$ cat src/hdl/slca_defs.svh
`ifndef SLCA_DEFS_SVH
`define SLCA_DEFS_SVH

// Register word indexes, byte address is four times the index
`define SLCA_IDX_CTRL  8'h98
`define SLCA_IDX_DATA  8'h99
`define SLCA_IDX_IEN   8'hA8
`define SLCA_IDX_STATION_ADDRESS 8'hA9
`define SLCA_IDX_SMASK 8'hB9
`define SLCA_IDX_AUX   8'hC0
`define SLCA_IDX_EVST  8'hC1
`define SLCA_IDX_EVEN  8'hC2
`define SLCA_IDX_EVCLR 8'hC3

// Serial control fields
`define SLCA_B_MODE_HI 7
`define SLCA_B_MODE_LO 6
`define SLCA_B_MPE     5
`define SLCA_B_REN     4
`define SLCA_B_TB8     3
`define SLCA_B_RB8     2
`define SLCA_B_TI      1
`define SLCA_B_RI      0

// Interrupt enable and auxiliary control fields
`define SLCA_B_EA      7
`define SLCA_B_ES      4
`define SLCA_B_FESEL   0
`define SLCA_B_DBL     1

// Event status bits
`define SLCA_EV_RX     0
`define SLCA_EV_TX     1
`define SLCA_EV_FE     2
`define SLCA_EV_ADR    3

// Reset value of every byte register
`define SLCA_RST_BYTE  8'h00

// Timing in oscillator clocks per bit, and oversampling factor
`define SLCA_OVS       16
`define SLCA_M0_SLOW   12
`define SLCA_M0_FAST   4
`define SLCA_M2_SLOW   64
`define SLCA_M2_FAST   32
`define SLCA_LIM_M0S   (`SLCA_M0_SLOW / 2)
`define SLCA_LIM_M0F   (`SLCA_M0_FAST / 2)
`define SLCA_LIM_M2S   (`SLCA_M2_SLOW / `SLCA_OVS)
`define SLCA_LIM_M2F   (`SLCA_M2_FAST / `SLCA_OVS)

`endif

$ cat src/hdl/slca_pkg.sv
package slca_pkg;

  typedef enum logic [1:0] {SLCA_TX_IDLE, SLCA_TX_ASYNC, SLCA_TX_SYNC} slca_tx_st_t;
  typedef enum logic {SLCA_RX_IDLE, SLCA_RX_RUN} slca_rx_st_t;

  typedef struct packed {
    logic [3:0] cnt;
    logic       tick;
  } slca_tick_t;

  typedef struct packed {
    logic        sm0;
    logic        sm1;
    logic        sm2;
    logic        ren;
    logic        tb8;
    logic        rb8;
    logic        ti;
    logic        ri;
    logic        fe;
    logic        fe_sel;
    logic        dbl;
    logic        es;
    logic        ea;
    logic [7:0]  tx_buf;
    logic [7:0]  rx_buf;
    logic [7:0]  station_address;
    logic [7:0]  smask;
    logic [3:0]  evt_st;
    logic [3:0]  evt_en;
    logic        ack;
    logic [7:0]  rdat;
    logic        irq;
    slca_tx_st_t tx_st;
    logic [10:0] tx_sh;
    logic [3:0]  tx_bit;
    logic [3:0]  tx_tick;
    logic        tx_pend;
    logic        m0_rx;
    logic        sc;
    logic        txd;
    logic        rxd_o;
    logic        rxd_oe;
    slca_rx_st_t rx_st;
    logic [8:0]  rx_sh;
    logic [3:0]  rx_bit;
    logic [3:0]  rx_tick;
    logic        rxd_prev;
  } slca_state_t;

endpackage

$ cat src/hdl/slca_tick.sv
`timescale 1ns/1ps
`include "slca_defs.svh"

// Bit timing strobe: half shift-clock in mode 0, sixteenth of a bit otherwise
module slca_tick (
  // Clock and reset
  input  wire logic I_CLK,
  input  wire logic I_RST_N,
  // Mode and rate selection
  input  wire logic i_mode_hi,
  input  wire logic i_mode_lo,
  input  wire logic i_mpe,
  input  wire logic i_dbl,
  input  wire logic i_baud_tick,
  // Strobe
  output logic      o_tick
);
  import slca_pkg::*;

  slca_tick_t t_r;
  slca_tick_t t_nxt;
  logic [3:0] lim;

  // Divider limit per mode
  always_comb begin
    if (!i_mode_hi)
      lim = i_mpe ? 4'(`SLCA_LIM_M0F) : 4'(`SLCA_LIM_M0S); // [RL4]
    else
      lim = i_dbl ? 4'(`SLCA_LIM_M2F) : 4'(`SLCA_LIM_M2S); // [RL1]
  end

  // Variable-rate modes follow the external baud strobe, the others divide the clock
  always_comb begin
    t_nxt = t_r;
    t_nxt.tick = 1'b0;
    if (i_mode_lo) begin
      t_nxt.cnt  = 4'h0;
      t_nxt.tick = i_baud_tick; // [RL1]
    end else if (t_r.cnt >= lim - 4'h1) begin
      t_nxt.cnt  = 4'h0;
      t_nxt.tick = 1'b1;
    end else begin
      t_nxt.cnt = t_r.cnt + 4'h1;
    end
  end

  always_ff @(posedge I_CLK) begin
    if (!I_RST_N)
      t_r <= '0;
    else
      t_r <= t_nxt;
  end

  assign o_tick = t_r.tick;

endmodule

$ cat src/hdl/slca_uart.sv
//  Contract
// RL1 - Mode bits select shift, 10-bit, 11-bit frames
// RL2 - 11-bit mode, multiproc on: ninth zero, no flag
// RL3 - 10-bit mode, multiproc on: bad stop, no flag
// RL4 - Shift mode: multiproc bit picks /12 or /4
// RL5 - Receive only while receive enable is set
// RL6 - 11-bit frames send software ninth bit unchanged
// RL7 - Received ninth bit or stop bit kept; in 10-bit mode the stop bit is kept here only with multiproc off
// RL8 - Transmit done flag timing, software clears it
// RL9 - Receive done flag timing, software clears it
// RL10 - Data location: separate receive and transmit registers
// RL11 - Software loads station address before matching
// RL12 - Masked address compare, zero mask matches all
// RL13 - Irq needs serial and global enables; event-status irqs here need the global enable and their own event enable, not the serial enable
// RL14 - Framing error flag sticky until software clears
// RL15 - Buffer write sends frame; irq ORs flags
// RL16 - Shift mode clocks on transmit pin, LSB first
//
// Added by the designer: the Wishbone register port.
`timescale 1ns/1ps
`include "slca_defs.svh"

module slca_uart (
  // Clock and reset
  input  wire logic        I_CLK,
  input  wire logic        I_RST_N,
  // Wishbone slave
  input  wire logic        I_WB_CYC,
  input  wire logic        I_WB_STB,
  input  wire logic        I_WB_WE,
  input  wire logic [9:0]  I_WB_ADR,
  input  wire logic [3:0]  I_WB_SEL,
  input  wire logic [31:0] I_WB_DAT,
  output logic      [31:0] O_WB_DAT,
  output logic             O_WB_ACK,
  // Serial line
  input  wire logic        I_BAUD_TICK,
  input  wire logic        I_RXD,
  output logic             O_RXD,
  output logic             O_RXD_OE,
  output logic             O_TXD,
  // Interrupt
  output logic             O_IRQ
);
  import slca_pkg::*;

  slca_state_t s_r;
  slca_state_t s_nxt;
  logic        tick;
  logic        req;
  logic        wr;
  logic [7:0]  idx;
  logic [7:0]  wd;
  logic        m0;
  logic        m23;
  logic [3:0]  last_bit;
  logic [7:0]  rx_data;
  logic        rx_ninth;
  logic        adr_ok;
  logic        rx_ok;

  // Masked compare; a zero mask makes every address match
  function automatic logic addr_match(input logic [7:0] d, input logic [7:0] a, input logic [7:0] m);
    return ((d ^ a) & m) == 8'h00;
  endfunction

  // Register index decode, shared by read and write paths
  function automatic logic hit(input logic [7:0] a, input logic [7:0] r);
    return a == r;
  endfunction

  slca_tick u_tick (
    .I_CLK       (I_CLK),
    .I_RST_N     (I_RST_N),
    .i_mode_hi   (s_r.sm0),
    .i_mode_lo   (s_r.sm1),
    .i_mpe       (s_r.sm2),
    .i_dbl       (s_r.dbl),
    .i_baud_tick (I_BAUD_TICK),
    .o_tick      (tick)
  );

  // Bus request decode; ack is high for one cycle so each access is taken once
  assign req = I_WB_CYC & I_WB_STB & ~s_r.ack;
  assign wr  = req & I_WB_WE & I_WB_SEL[0];
  assign idx = I_WB_ADR[9:2];
  assign wd  = I_WB_DAT[7:0];

  // Frame format from the mode bits
  assign m0       = ~s_r.sm0 & ~s_r.sm1;     // [RL1]
  assign m23      = s_r.sm0;                 // [RL1]
  assign last_bit = m23 ? 4'd10 : 4'd9;      // [RL1]

  // Received fields and acceptance
  assign rx_data  = m23 ? s_r.rx_sh[7:0] : s_r.rx_sh[8:1];
  assign rx_ninth = m23 ? s_r.rx_sh[8] : I_RXD;
  assign adr_ok   = addr_match(rx_data, s_r.station_address, s_r.smask); // [RL12]
  // Multiproc gating: ninth bit and address in 11-bit modes, stop bit in 10-bit mode
  assign rx_ok = ~s_r.ri & (m23 ? (~s_r.sm2 | (rx_ninth & adr_ok)) // [RL2]
                                : (~s_r.sm2 | I_RXD));             // [RL3]

  always_comb begin
    logic [3:0] ev;
    logic [7:0] rd;
    ev    = 4'h0;
    rd    = 8'h00;
    s_nxt = s_r;
    s_nxt.ack = req;
    s_nxt.rxd_prev = I_RXD;

    // Register reads; none of them has a side effect
    if (hit(idx, `SLCA_IDX_CTRL)) begin
      rd[`SLCA_B_MODE_HI] = s_r.fe_sel ? s_r.fe : s_r.sm0;
      rd[`SLCA_B_MODE_LO] = s_r.sm1;
      rd[`SLCA_B_MPE]     = s_r.sm2;
      rd[`SLCA_B_REN]     = s_r.ren;
      rd[`SLCA_B_TB8]     = s_r.tb8;
      rd[`SLCA_B_RB8]     = s_r.rb8;
      rd[`SLCA_B_TI]      = s_r.ti;
      rd[`SLCA_B_RI]      = s_r.ri;
    end else if (hit(idx, `SLCA_IDX_DATA)) begin
      rd = s_r.rx_buf; // [RL10]
    end else if (hit(idx, `SLCA_IDX_IEN)) begin
      rd[`SLCA_B_EA] = s_r.ea;
      rd[`SLCA_B_ES] = s_r.es;
    end else if (hit(idx, `SLCA_IDX_STATION_ADDRESS)) begin
      rd = s_r.station_address;
    end else if (hit(idx, `SLCA_IDX_SMASK)) begin
      rd = s_r.smask;
    end else if (hit(idx, `SLCA_IDX_AUX)) begin
      rd[`SLCA_B_FESEL] = s_r.fe_sel;
      rd[`SLCA_B_DBL]   = s_r.dbl;
    end else if (hit(idx, `SLCA_IDX_EVST)) begin
      rd[3:0] = s_r.evt_st;
    end else if (hit(idx, `SLCA_IDX_EVEN)) begin
      rd[3:0] = s_r.evt_en;
    end
    s_nxt.rdat = req ? rd : s_r.rdat;

    // Register writes come first so that hardware sets below win over clears
    if (wr) begin
      if (hit(idx, `SLCA_IDX_CTRL)) begin
        if (s_r.fe_sel)
          s_nxt.fe = wd[`SLCA_B_MODE_HI]; // [RL14]
        else
          s_nxt.sm0 = wd[`SLCA_B_MODE_HI];
        s_nxt.sm1 = wd[`SLCA_B_MODE_LO];
        s_nxt.sm2 = wd[`SLCA_B_MPE];
        s_nxt.ren = wd[`SLCA_B_REN];
        s_nxt.tb8 = wd[`SLCA_B_TB8];
        s_nxt.rb8 = wd[`SLCA_B_RB8];
        s_nxt.ti  = wd[`SLCA_B_TI];  // [RL8]
        s_nxt.ri  = wd[`SLCA_B_RI];  // [RL9]
      end
      if (hit(idx, `SLCA_IDX_DATA)) begin
        s_nxt.tx_buf  = wd;   // [RL10]
        s_nxt.tx_pend = 1'b1; // [RL15]
      end
      if (hit(idx, `SLCA_IDX_IEN)) begin
        s_nxt.ea = wd[`SLCA_B_EA];
        s_nxt.es = wd[`SLCA_B_ES];
      end
      if (hit(idx, `SLCA_IDX_STATION_ADDRESS))
        s_nxt.station_address = wd;
      if (hit(idx, `SLCA_IDX_SMASK))
        s_nxt.smask = wd;
      if (hit(idx, `SLCA_IDX_AUX)) begin
        s_nxt.fe_sel = wd[`SLCA_B_FESEL];
        s_nxt.dbl    = wd[`SLCA_B_DBL];
      end
      if (hit(idx, `SLCA_IDX_EVEN))
        s_nxt.evt_en = wd[3:0];
      if (hit(idx, `SLCA_IDX_EVCLR))
        s_nxt.evt_st = s_r.evt_st & ~wd[3:0];
    end

    // Transmit engine; in mode 0 it also drives the shift clock for reception
    case (s_r.tx_st)
      SLCA_TX_IDLE: begin
        s_nxt.tx_bit  = 4'h0;
        s_nxt.tx_tick = 4'h0;
        // Start on a tick so the first bit or half clock has its full length
        if (s_r.tx_pend && tick) begin
          s_nxt.tx_pend = 1'b0;
          s_nxt.m0_rx   = 1'b0;
          if (m0) begin
            s_nxt.tx_st  = SLCA_TX_SYNC;
            s_nxt.tx_sh  = {3'b000, s_r.tx_buf};
            s_nxt.sc     = 1'b0;
            s_nxt.txd    = 1'b0;           // [RL16]
            s_nxt.rxd_o  = s_r.tx_buf[0];  // [RL16]
            s_nxt.rxd_oe = 1'b1;
          end else begin
            s_nxt.tx_st = SLCA_TX_ASYNC;
            // Start bit, data LSB first, ninth bit in 11-bit modes, then stop
            s_nxt.tx_sh = m23 ? {1'b1, s_r.tb8, s_r.tx_buf, 1'b0}  // [RL6]
                              : {2'b11, s_r.tx_buf, 1'b0};
            s_nxt.txd   = 1'b0;
          end
        end else if (m0 && tick && !s_r.tx_pend && s_r.ren && !s_r.ri && s_r.rx_st == SLCA_RX_IDLE) begin
          // Mode 0 reception runs while enabled and the previous byte was taken
          s_nxt.tx_st  = SLCA_TX_SYNC; // [RL5]
          s_nxt.m0_rx  = 1'b1;
          s_nxt.rx_sh  = 9'h000;
          s_nxt.sc     = 1'b0;
          s_nxt.txd    = 1'b0;
          s_nxt.rxd_oe = 1'b0;
        end
      end
      SLCA_TX_ASYNC: begin
        if (tick) begin
          s_nxt.tx_tick = s_r.tx_tick + 4'h1;
          if (s_r.tx_tick == 4'hF) begin
            if (s_r.tx_bit == last_bit) begin
              s_nxt.tx_st = SLCA_TX_IDLE;
              s_nxt.txd   = 1'b1;
            end else begin
              s_nxt.tx_bit = s_r.tx_bit + 4'h1;
              s_nxt.tx_sh  = {1'b1, s_r.tx_sh[10:1]};
              s_nxt.txd    = s_r.tx_sh[1];
              // Done flag raised as the stop bit begins
              if (s_r.tx_bit + 4'h1 == last_bit) begin
                s_nxt.ti      = 1'b1; // [RL8]
                ev[`SLCA_EV_TX] = 1'b1;
              end
            end
          end
        end
      end
      SLCA_TX_SYNC: begin
        if (tick) begin
          if (!s_r.sc) begin
            // Rising shift clock; the far end holds data stable here
            s_nxt.sc  = 1'b1;
            s_nxt.txd = 1'b1; // [RL16]
            if (s_r.m0_rx)
              s_nxt.rx_sh = {I_RXD, s_r.rx_sh[8:1]}; // [RL16]
          end else begin
            s_nxt.sc = 1'b0;
            if (s_r.tx_bit == 4'd7) begin
              // End of the eighth bit time
              s_nxt.tx_st  = SLCA_TX_IDLE;
              s_nxt.txd    = 1'b1;
              s_nxt.rxd_oe = 1'b0;
              if (s_r.m0_rx) begin
                s_nxt.ri     = 1'b1;             // [RL9]
                s_nxt.rx_buf = s_r.rx_sh[8:1];   // [RL10]
                ev[`SLCA_EV_RX] = 1'b1;
              end else begin
                s_nxt.ti = 1'b1;                 // [RL8]
                ev[`SLCA_EV_TX] = 1'b1;
              end
            end else begin
              s_nxt.tx_bit = s_r.tx_bit + 4'h1;
              s_nxt.txd    = 1'b0;
              s_nxt.tx_sh  = {1'b0, s_r.tx_sh[10:1]};
              s_nxt.rxd_o  = s_r.tx_sh[1];       // [RL16]
            end
          end
        end
        // Receive enable dropped aborts a mode 0 reception
        if (s_r.m0_rx && !s_r.ren) begin
          s_nxt.tx_st = SLCA_TX_IDLE; // [RL5]
          s_nxt.txd   = 1'b1;
        end
      end
      default: begin
        s_nxt.tx_st = SLCA_TX_IDLE;
        s_nxt.txd   = 1'b1;
      end
    endcase

    // Asynchronous receiver, oversampled at sixteen ticks per bit
    case (s_r.rx_st)
      SLCA_RX_IDLE: begin
        s_nxt.rx_tick = 4'h0;
        s_nxt.rx_bit  = 4'h0;
        if (s_r.ren && !m0 && s_r.rxd_prev && !I_RXD) begin
          s_nxt.rx_st = SLCA_RX_RUN; // [RL5]
          s_nxt.rx_sh = 9'h000;
        end
      end
      SLCA_RX_RUN: begin
        if (!s_r.ren || m0) begin
          // Disabling reception drops the frame in flight
          s_nxt.rx_st = SLCA_RX_IDLE; // [RL5]
        end else if (tick) begin
          s_nxt.rx_tick = s_r.rx_tick + 4'h1;
          if (s_r.rx_tick == 4'hF)
            s_nxt.rx_bit = s_r.rx_bit + 4'h1;
          if (s_r.rx_tick == 4'h7) begin
            if (s_r.rx_bit == 4'h0) begin
              // Glitch rather than a start bit
              if (I_RXD)
                s_nxt.rx_st = SLCA_RX_IDLE;
            end else if (s_r.rx_bit == last_bit) begin
              // Mid stop bit: decide the frame, line watched for the next start
              s_nxt.rx_st = SLCA_RX_IDLE;
              if (!I_RXD) begin
                s_nxt.fe = 1'b1; // [RL14]
                ev[`SLCA_EV_FE] = 1'b1;
              end
              if (m23 && rx_ninth && adr_ok)
                ev[`SLCA_EV_ADR] = 1'b1; // [RL12]
              if (rx_ok) begin
                s_nxt.ri     = 1'b1;     // [RL9]
                s_nxt.rx_buf = rx_data;  // [RL10]
                ev[`SLCA_EV_RX] = 1'b1;
                if (m23 || !s_r.sm2)
                  s_nxt.rb8 = rx_ninth;  // [RL7]
              end
            end else begin
              s_nxt.rx_sh = {I_RXD, s_r.rx_sh[8:1]};
            end
          end
        end
      end
      default: s_nxt.rx_st = SLCA_RX_IDLE;
    endcase

    // Sticky events, set beats a clear in the same cycle
    s_nxt.evt_st = s_nxt.evt_st | ev;

    // Interrupt needs the global enable; serial flags need the serial enable too
    s_nxt.irq = s_nxt.ea & ((s_nxt.es & (s_nxt.ti | s_nxt.ri))  // [RL13] [RL15]
                            | (|(s_nxt.evt_st & s_nxt.evt_en)));
  end

  // All state in one register; idle lines sit high
  always_ff @(posedge I_CLK) begin
    if (!I_RST_N) begin
      s_r          <= '0;
      s_r.txd      <= 1'b1;
      s_r.rxd_o    <= 1'b1;
      s_r.rxd_prev <= 1'b1;
    end else begin
      s_r <= s_nxt;
    end
  end

  assign O_WB_DAT = {24'h000000, s_r.rdat};
  assign O_WB_ACK = s_r.ack;
  assign O_TXD    = s_r.txd;
  assign O_RXD    = s_r.rxd_o;
  assign O_RXD_OE = s_r.rxd_oe;
  assign O_IRQ    = s_r.irq;

endmodule
$ cat config.mk
export PLATFORM = sky130hd
export DESIGN_NAME = slca_uart
export DESIGN_NICKNAME = d
export VERILOG_FILES = /design/src/hdl/slca_pkg.sv /design/src/hdl/slca_tick.sv /design/src/hdl/slca_uart.sv
export VERILOG_INCLUDE_DIRS = /design/src /design/src/hdl
export SDC_FILE = /design/constraint.sdc
export NUM_CORES = 1
export LEC_CHECK = 0
export BUFFER_PORTS_ARGS = -buffer_cell sky130_fd_sc_hd__buf_2
export CORE_ASPECT_RATIO = 1.5
export CORE_MARGIN = 3
export CORE_UTILIZATION = 34
export CTS_BUF_LIST = sky130_fd_sc_hd__clkbuf_16
export DETAILED_ROUTE_END_ITERATION = 10
export PLACE_DENSITY_LB_ADDON = 0.15
export SETUP_SLACK_MARGIN = 0.5
export SYNTH_ARGS = -nofsm -noshare
export SYNTH_HDL_FRONTEND = slang
export SYNTH_HIERARCHICAL = 1
export SYNTH_SLANG_ARGS = --single-unit
export TNS_END_PERCENT = 100
$ cat constraint.sdc
create_clock -name I_CLK -period 4.92 [get_ports I_CLK]
set_input_delay 0.492 -clock I_CLK [delete_from_list [all_inputs] [get_ports I_CLK]]
set_output_delay 0.492 -clock I_CLK [all_outputs]
set_load 0.005 [all_outputs]
==> impl_summary.log <==
[metrics] status: completed
[metrics] power per cell area: around 310 nW/um2
[metrics] Post-synth top flop: dfxtp_1
[metrics] CTS Buffer Depth: 2
[metrics] DRT iter0 DRCs: between 200 and 300
[metrics] synthesized-area fraction occupied by xor and xnor cells: between 2 and 2.5%
[metrics] worst setup margin: 1.786 ns
[metrics] post-detailed-route DRC marker count: 0
[metrics] clock sink count: about 110
[metrics] starting density of the core: 34.76%
[metrics] layout overhead on the synthesized area: 10.79%
[metrics] maximum vdd drop: ~0.19 mV
[metrics] total leakage power: roughly 2.7 nW
[metrics] kind of end point of the critical path: register
[metrics] drt via density: roughly 5.4
[metrics] crit start category: register
[metrics] number of H-tree levels: 4
[metrics] commonest cells after routing, fill and taps aside: dfxtp_1, nand2_1, nor2_1, mux2i_1, buf_2
[metrics] final clock period utilization by the worst path: approximately 64%
[metrics] area enclosed by the die boundary: around 20000 um2
[metrics] Post-CTS Setup Inserts: 0
[metrics] top cells by area, synth: dfxtp_1, mux2i_1, nand2_1
[metrics] register ranked first by flip-flop count: s_r
[metrics] standard-cell row count: 60
[metrics] portion of the post-synthesis area used by sequential elements: between 30% and 40%
[metrics] Max Cap Viol: 0
[metrics] Die H: 171.9 um
[metrics] vias in the first global route: 5237
[metrics] clock-pin slew on the worst setup and hold paths: 0.06 ns
[metrics] number of cells produced by synthesis: around 730
[metrics] # nets final: 806
[metrics] average routed wire per standard cell: 17.22 um
[metrics] cell type contributing the most total cell area after synthesis: dfxtp_1
[metrics] Synth Area in Adders: between 2 and 3%
[metrics] unrepaired setup endpoints after global routing: no
[metrics] IO Count: 90
[metrics] TritonCTS clock tree: done
[metrics] remaining max-slew budget at the tightest pin: 26.18%
[metrics] syn_area_per_cell: between 8 and 9 um2
[metrics] largest fanout on the critical path: 22
[metrics] max-slew violations: 0
[metrics] hold violation count in the final report: 0
[metrics] upper clock frequency limit: roughly 320 MHz
[metrics] flop and latch count out of synthesis: 113
[metrics] hold buffer count at CTS: 0
[metrics] fin crit period: 3.134 ns
[metrics] Final HPWL DP: 12.33 mm
[metrics] number of setup violations in the final report: 0
[metrics] Post-Synth Simple-Gate Area: 22.53%
[metrics] antenna viol nets, final: 0
[metrics] final setup TNS: 0 ns
[metrics] multiplexer share of the synthesized area: ~7.5%
[metrics] global route total overflow: 0
[metrics] IO Port Bufs: 36
[metrics] slew of the pin with the lowest slew margin: roughly 1.1 ns
[metrics] DP Worst Slack: roughly 1.8 ns
[metrics] number of library cell types mapped by synthesis: 75
[metrics] combinational family with the most area after synthesis: simple AND/OR/NAND/NOR gates
[metrics] arrival time worst endpoint: around 3.5 ns
[metrics] Post-CTS Resized: 0
[metrics] routability cong.: between 0.8 and 0.9
[metrics] fraction of layout cells with a size suffix above 1: roughly 13%
[metrics] final clock skew: about 0.0076 ns
[metrics] number of inserted filler cells in the final layout: roughly 1900
[metrics] clock latency reported for the late side of the worst-skew pair: between 0.4 and 0.5 ns
[metrics] width of the die: 116.6 um
[metrics] number of CTS-inserted buffers: 17
[metrics] EDFF count, synth: 0
[metrics] routed via count: between 5000 and 6000
[metrics] complex-gate fraction of the synthesized area: a little over a fifth
[metrics] share of the synthesized area in the top cell type: ~36%
[metrics] power after layout: 2.163 mW
[metrics] antenna violations before repair: 0
[metrics] number of antenna diodes: 0
[metrics] number of iterations in the first detailed-routing pass: 4
[metrics] overall routed net length: around 17 mm
[metrics] final core utilization: ~39%
[metrics] All-Layer GR Usage: between 10% and 20%
[metrics] Setup CP Type: register to register
[metrics] largest net degree at the start of global routing: around 50
[metrics] root buffer selected by CTS: clkbuf_16
[metrics] core box area: 17940 um2
[metrics] FFs w/ async S/R, synth: 0%
[metrics] max reg flops: 94
[metrics] global-route wire length before repair: 27.15 mm
[metrics] required arrival time at the worst endpoint: about 5.3 ns
[metrics] Synth Cell Area: just over 6000 um2
[metrics] commonest non-fill, non-tap cell in the layout: dfxtp_1
[metrics] number of synthesis warnings: 6
[metrics] classification of the worst-slack hold path: input pin to register
critical path, stage by stage, from the launching register on:
cell,delay [ns]
dfxtp_1,1.00
nand2_1,0.24
a221o_1,0.33
a221oi_1,0.20
and3_1,0.33
o2111a_1,0.56
o41ai_1,0.15
a41oi_1,0.23
cell type report:
type / instances / area [um2] / area share [%]
Clock buffer: 17 / 425.4 / 6.156
Clock inverter: 14 / 101.3 / 1.467
Inverter: 17 / 63.81 / 0.9234
Multi-Input combinational cell: 550 / 3576 / 51.75
Sequential cell: 113 / 2262 / 32.74
Tap cell: 217 / 271.5 / 3.929
Timing Repair Buffer: 40 / 210.2 / 3.042
cell families (layout without fill, tap and decap cells):
group / Yosys count / in the layout
and+or+nand+nor: 277 / 277
AOI/OAI and AO/OA: 173 / 173
muxes: 46 / 46
xor gates and xnor gates: 16 / 16
adders and majority gates: 14 / 14
DFF: 113 / 113
buffers and inverters: 92 / 88
other: 1 / 24
path summary, 6_finish.rpt:
path                 startpoint       endpoint  slack [ns]  cells past startpoint
setup / recovery            m23          O_IRQ        1.79                      7
hold / removal      I_WB_DAT[5]        s_r[69]        0.38                      3
setup reg to reg            m23          O_IRQ        1.79                      7
hold reg to reg   u_tick/t_r[1]  u_tick/t_r[1]        0.46                      1
stage by stage:
step	area, um2	hold WS [ns]	instances
2_1_floorplan	6324	0.4300	755
3_3_place_gp	6384	0.4473	937
3_5_place_dp	6384	0.4587	937
4_1_cts	6910	0.3650	968
5_1_grt	6910	0.3903	968
6_report	6910	0.3827	968
where the power goes:
| part | switching [mW] | leakage, nW | internal, mW |
|---|---|---|---|
| Sequential | 0.00640 | 0.912 | 0.924 |
| Combinational | 0.0837 | 1.49 | 0.0459 |
| Clock | 0.426 | 0.259 | 0.677 |
| Total | 0.516 | 2.66 | 1.65 |
per-layer routing:
layer  global-route usage [%]  part of all wire, %  vias to the layer above  wire length (um)
met5                        0                    0                        -                 0
met4                    8.483                  3.3                        0               552
met3                    3.922                  2.9                       31               485
met2                    30.02                   51                      100              8531
met1                    20.17                   43                     2488              7103
li1                         -                    -                     2568                 -
Yosys cell counts (all sizes together), types with 5 or more instances:
cell and n:
mux2 5, o22ai 11, a22oi 20, o21ai 26, and2 10, o221a 7, a21boi 34, nand3 27
nand2b 6, xor2 7, nor2b 33, nand2 97, or2 7, nand3b 5, xnor2 9, nor2 49
dfxtp 113, inv 17, a221oi 8, a21oi 20, and3 5, clkbuf 34, nand4 10, buf 41
o31a 8, mux2i 41, ha 14, a21o 5
Power figures use the tool's default switching activity.
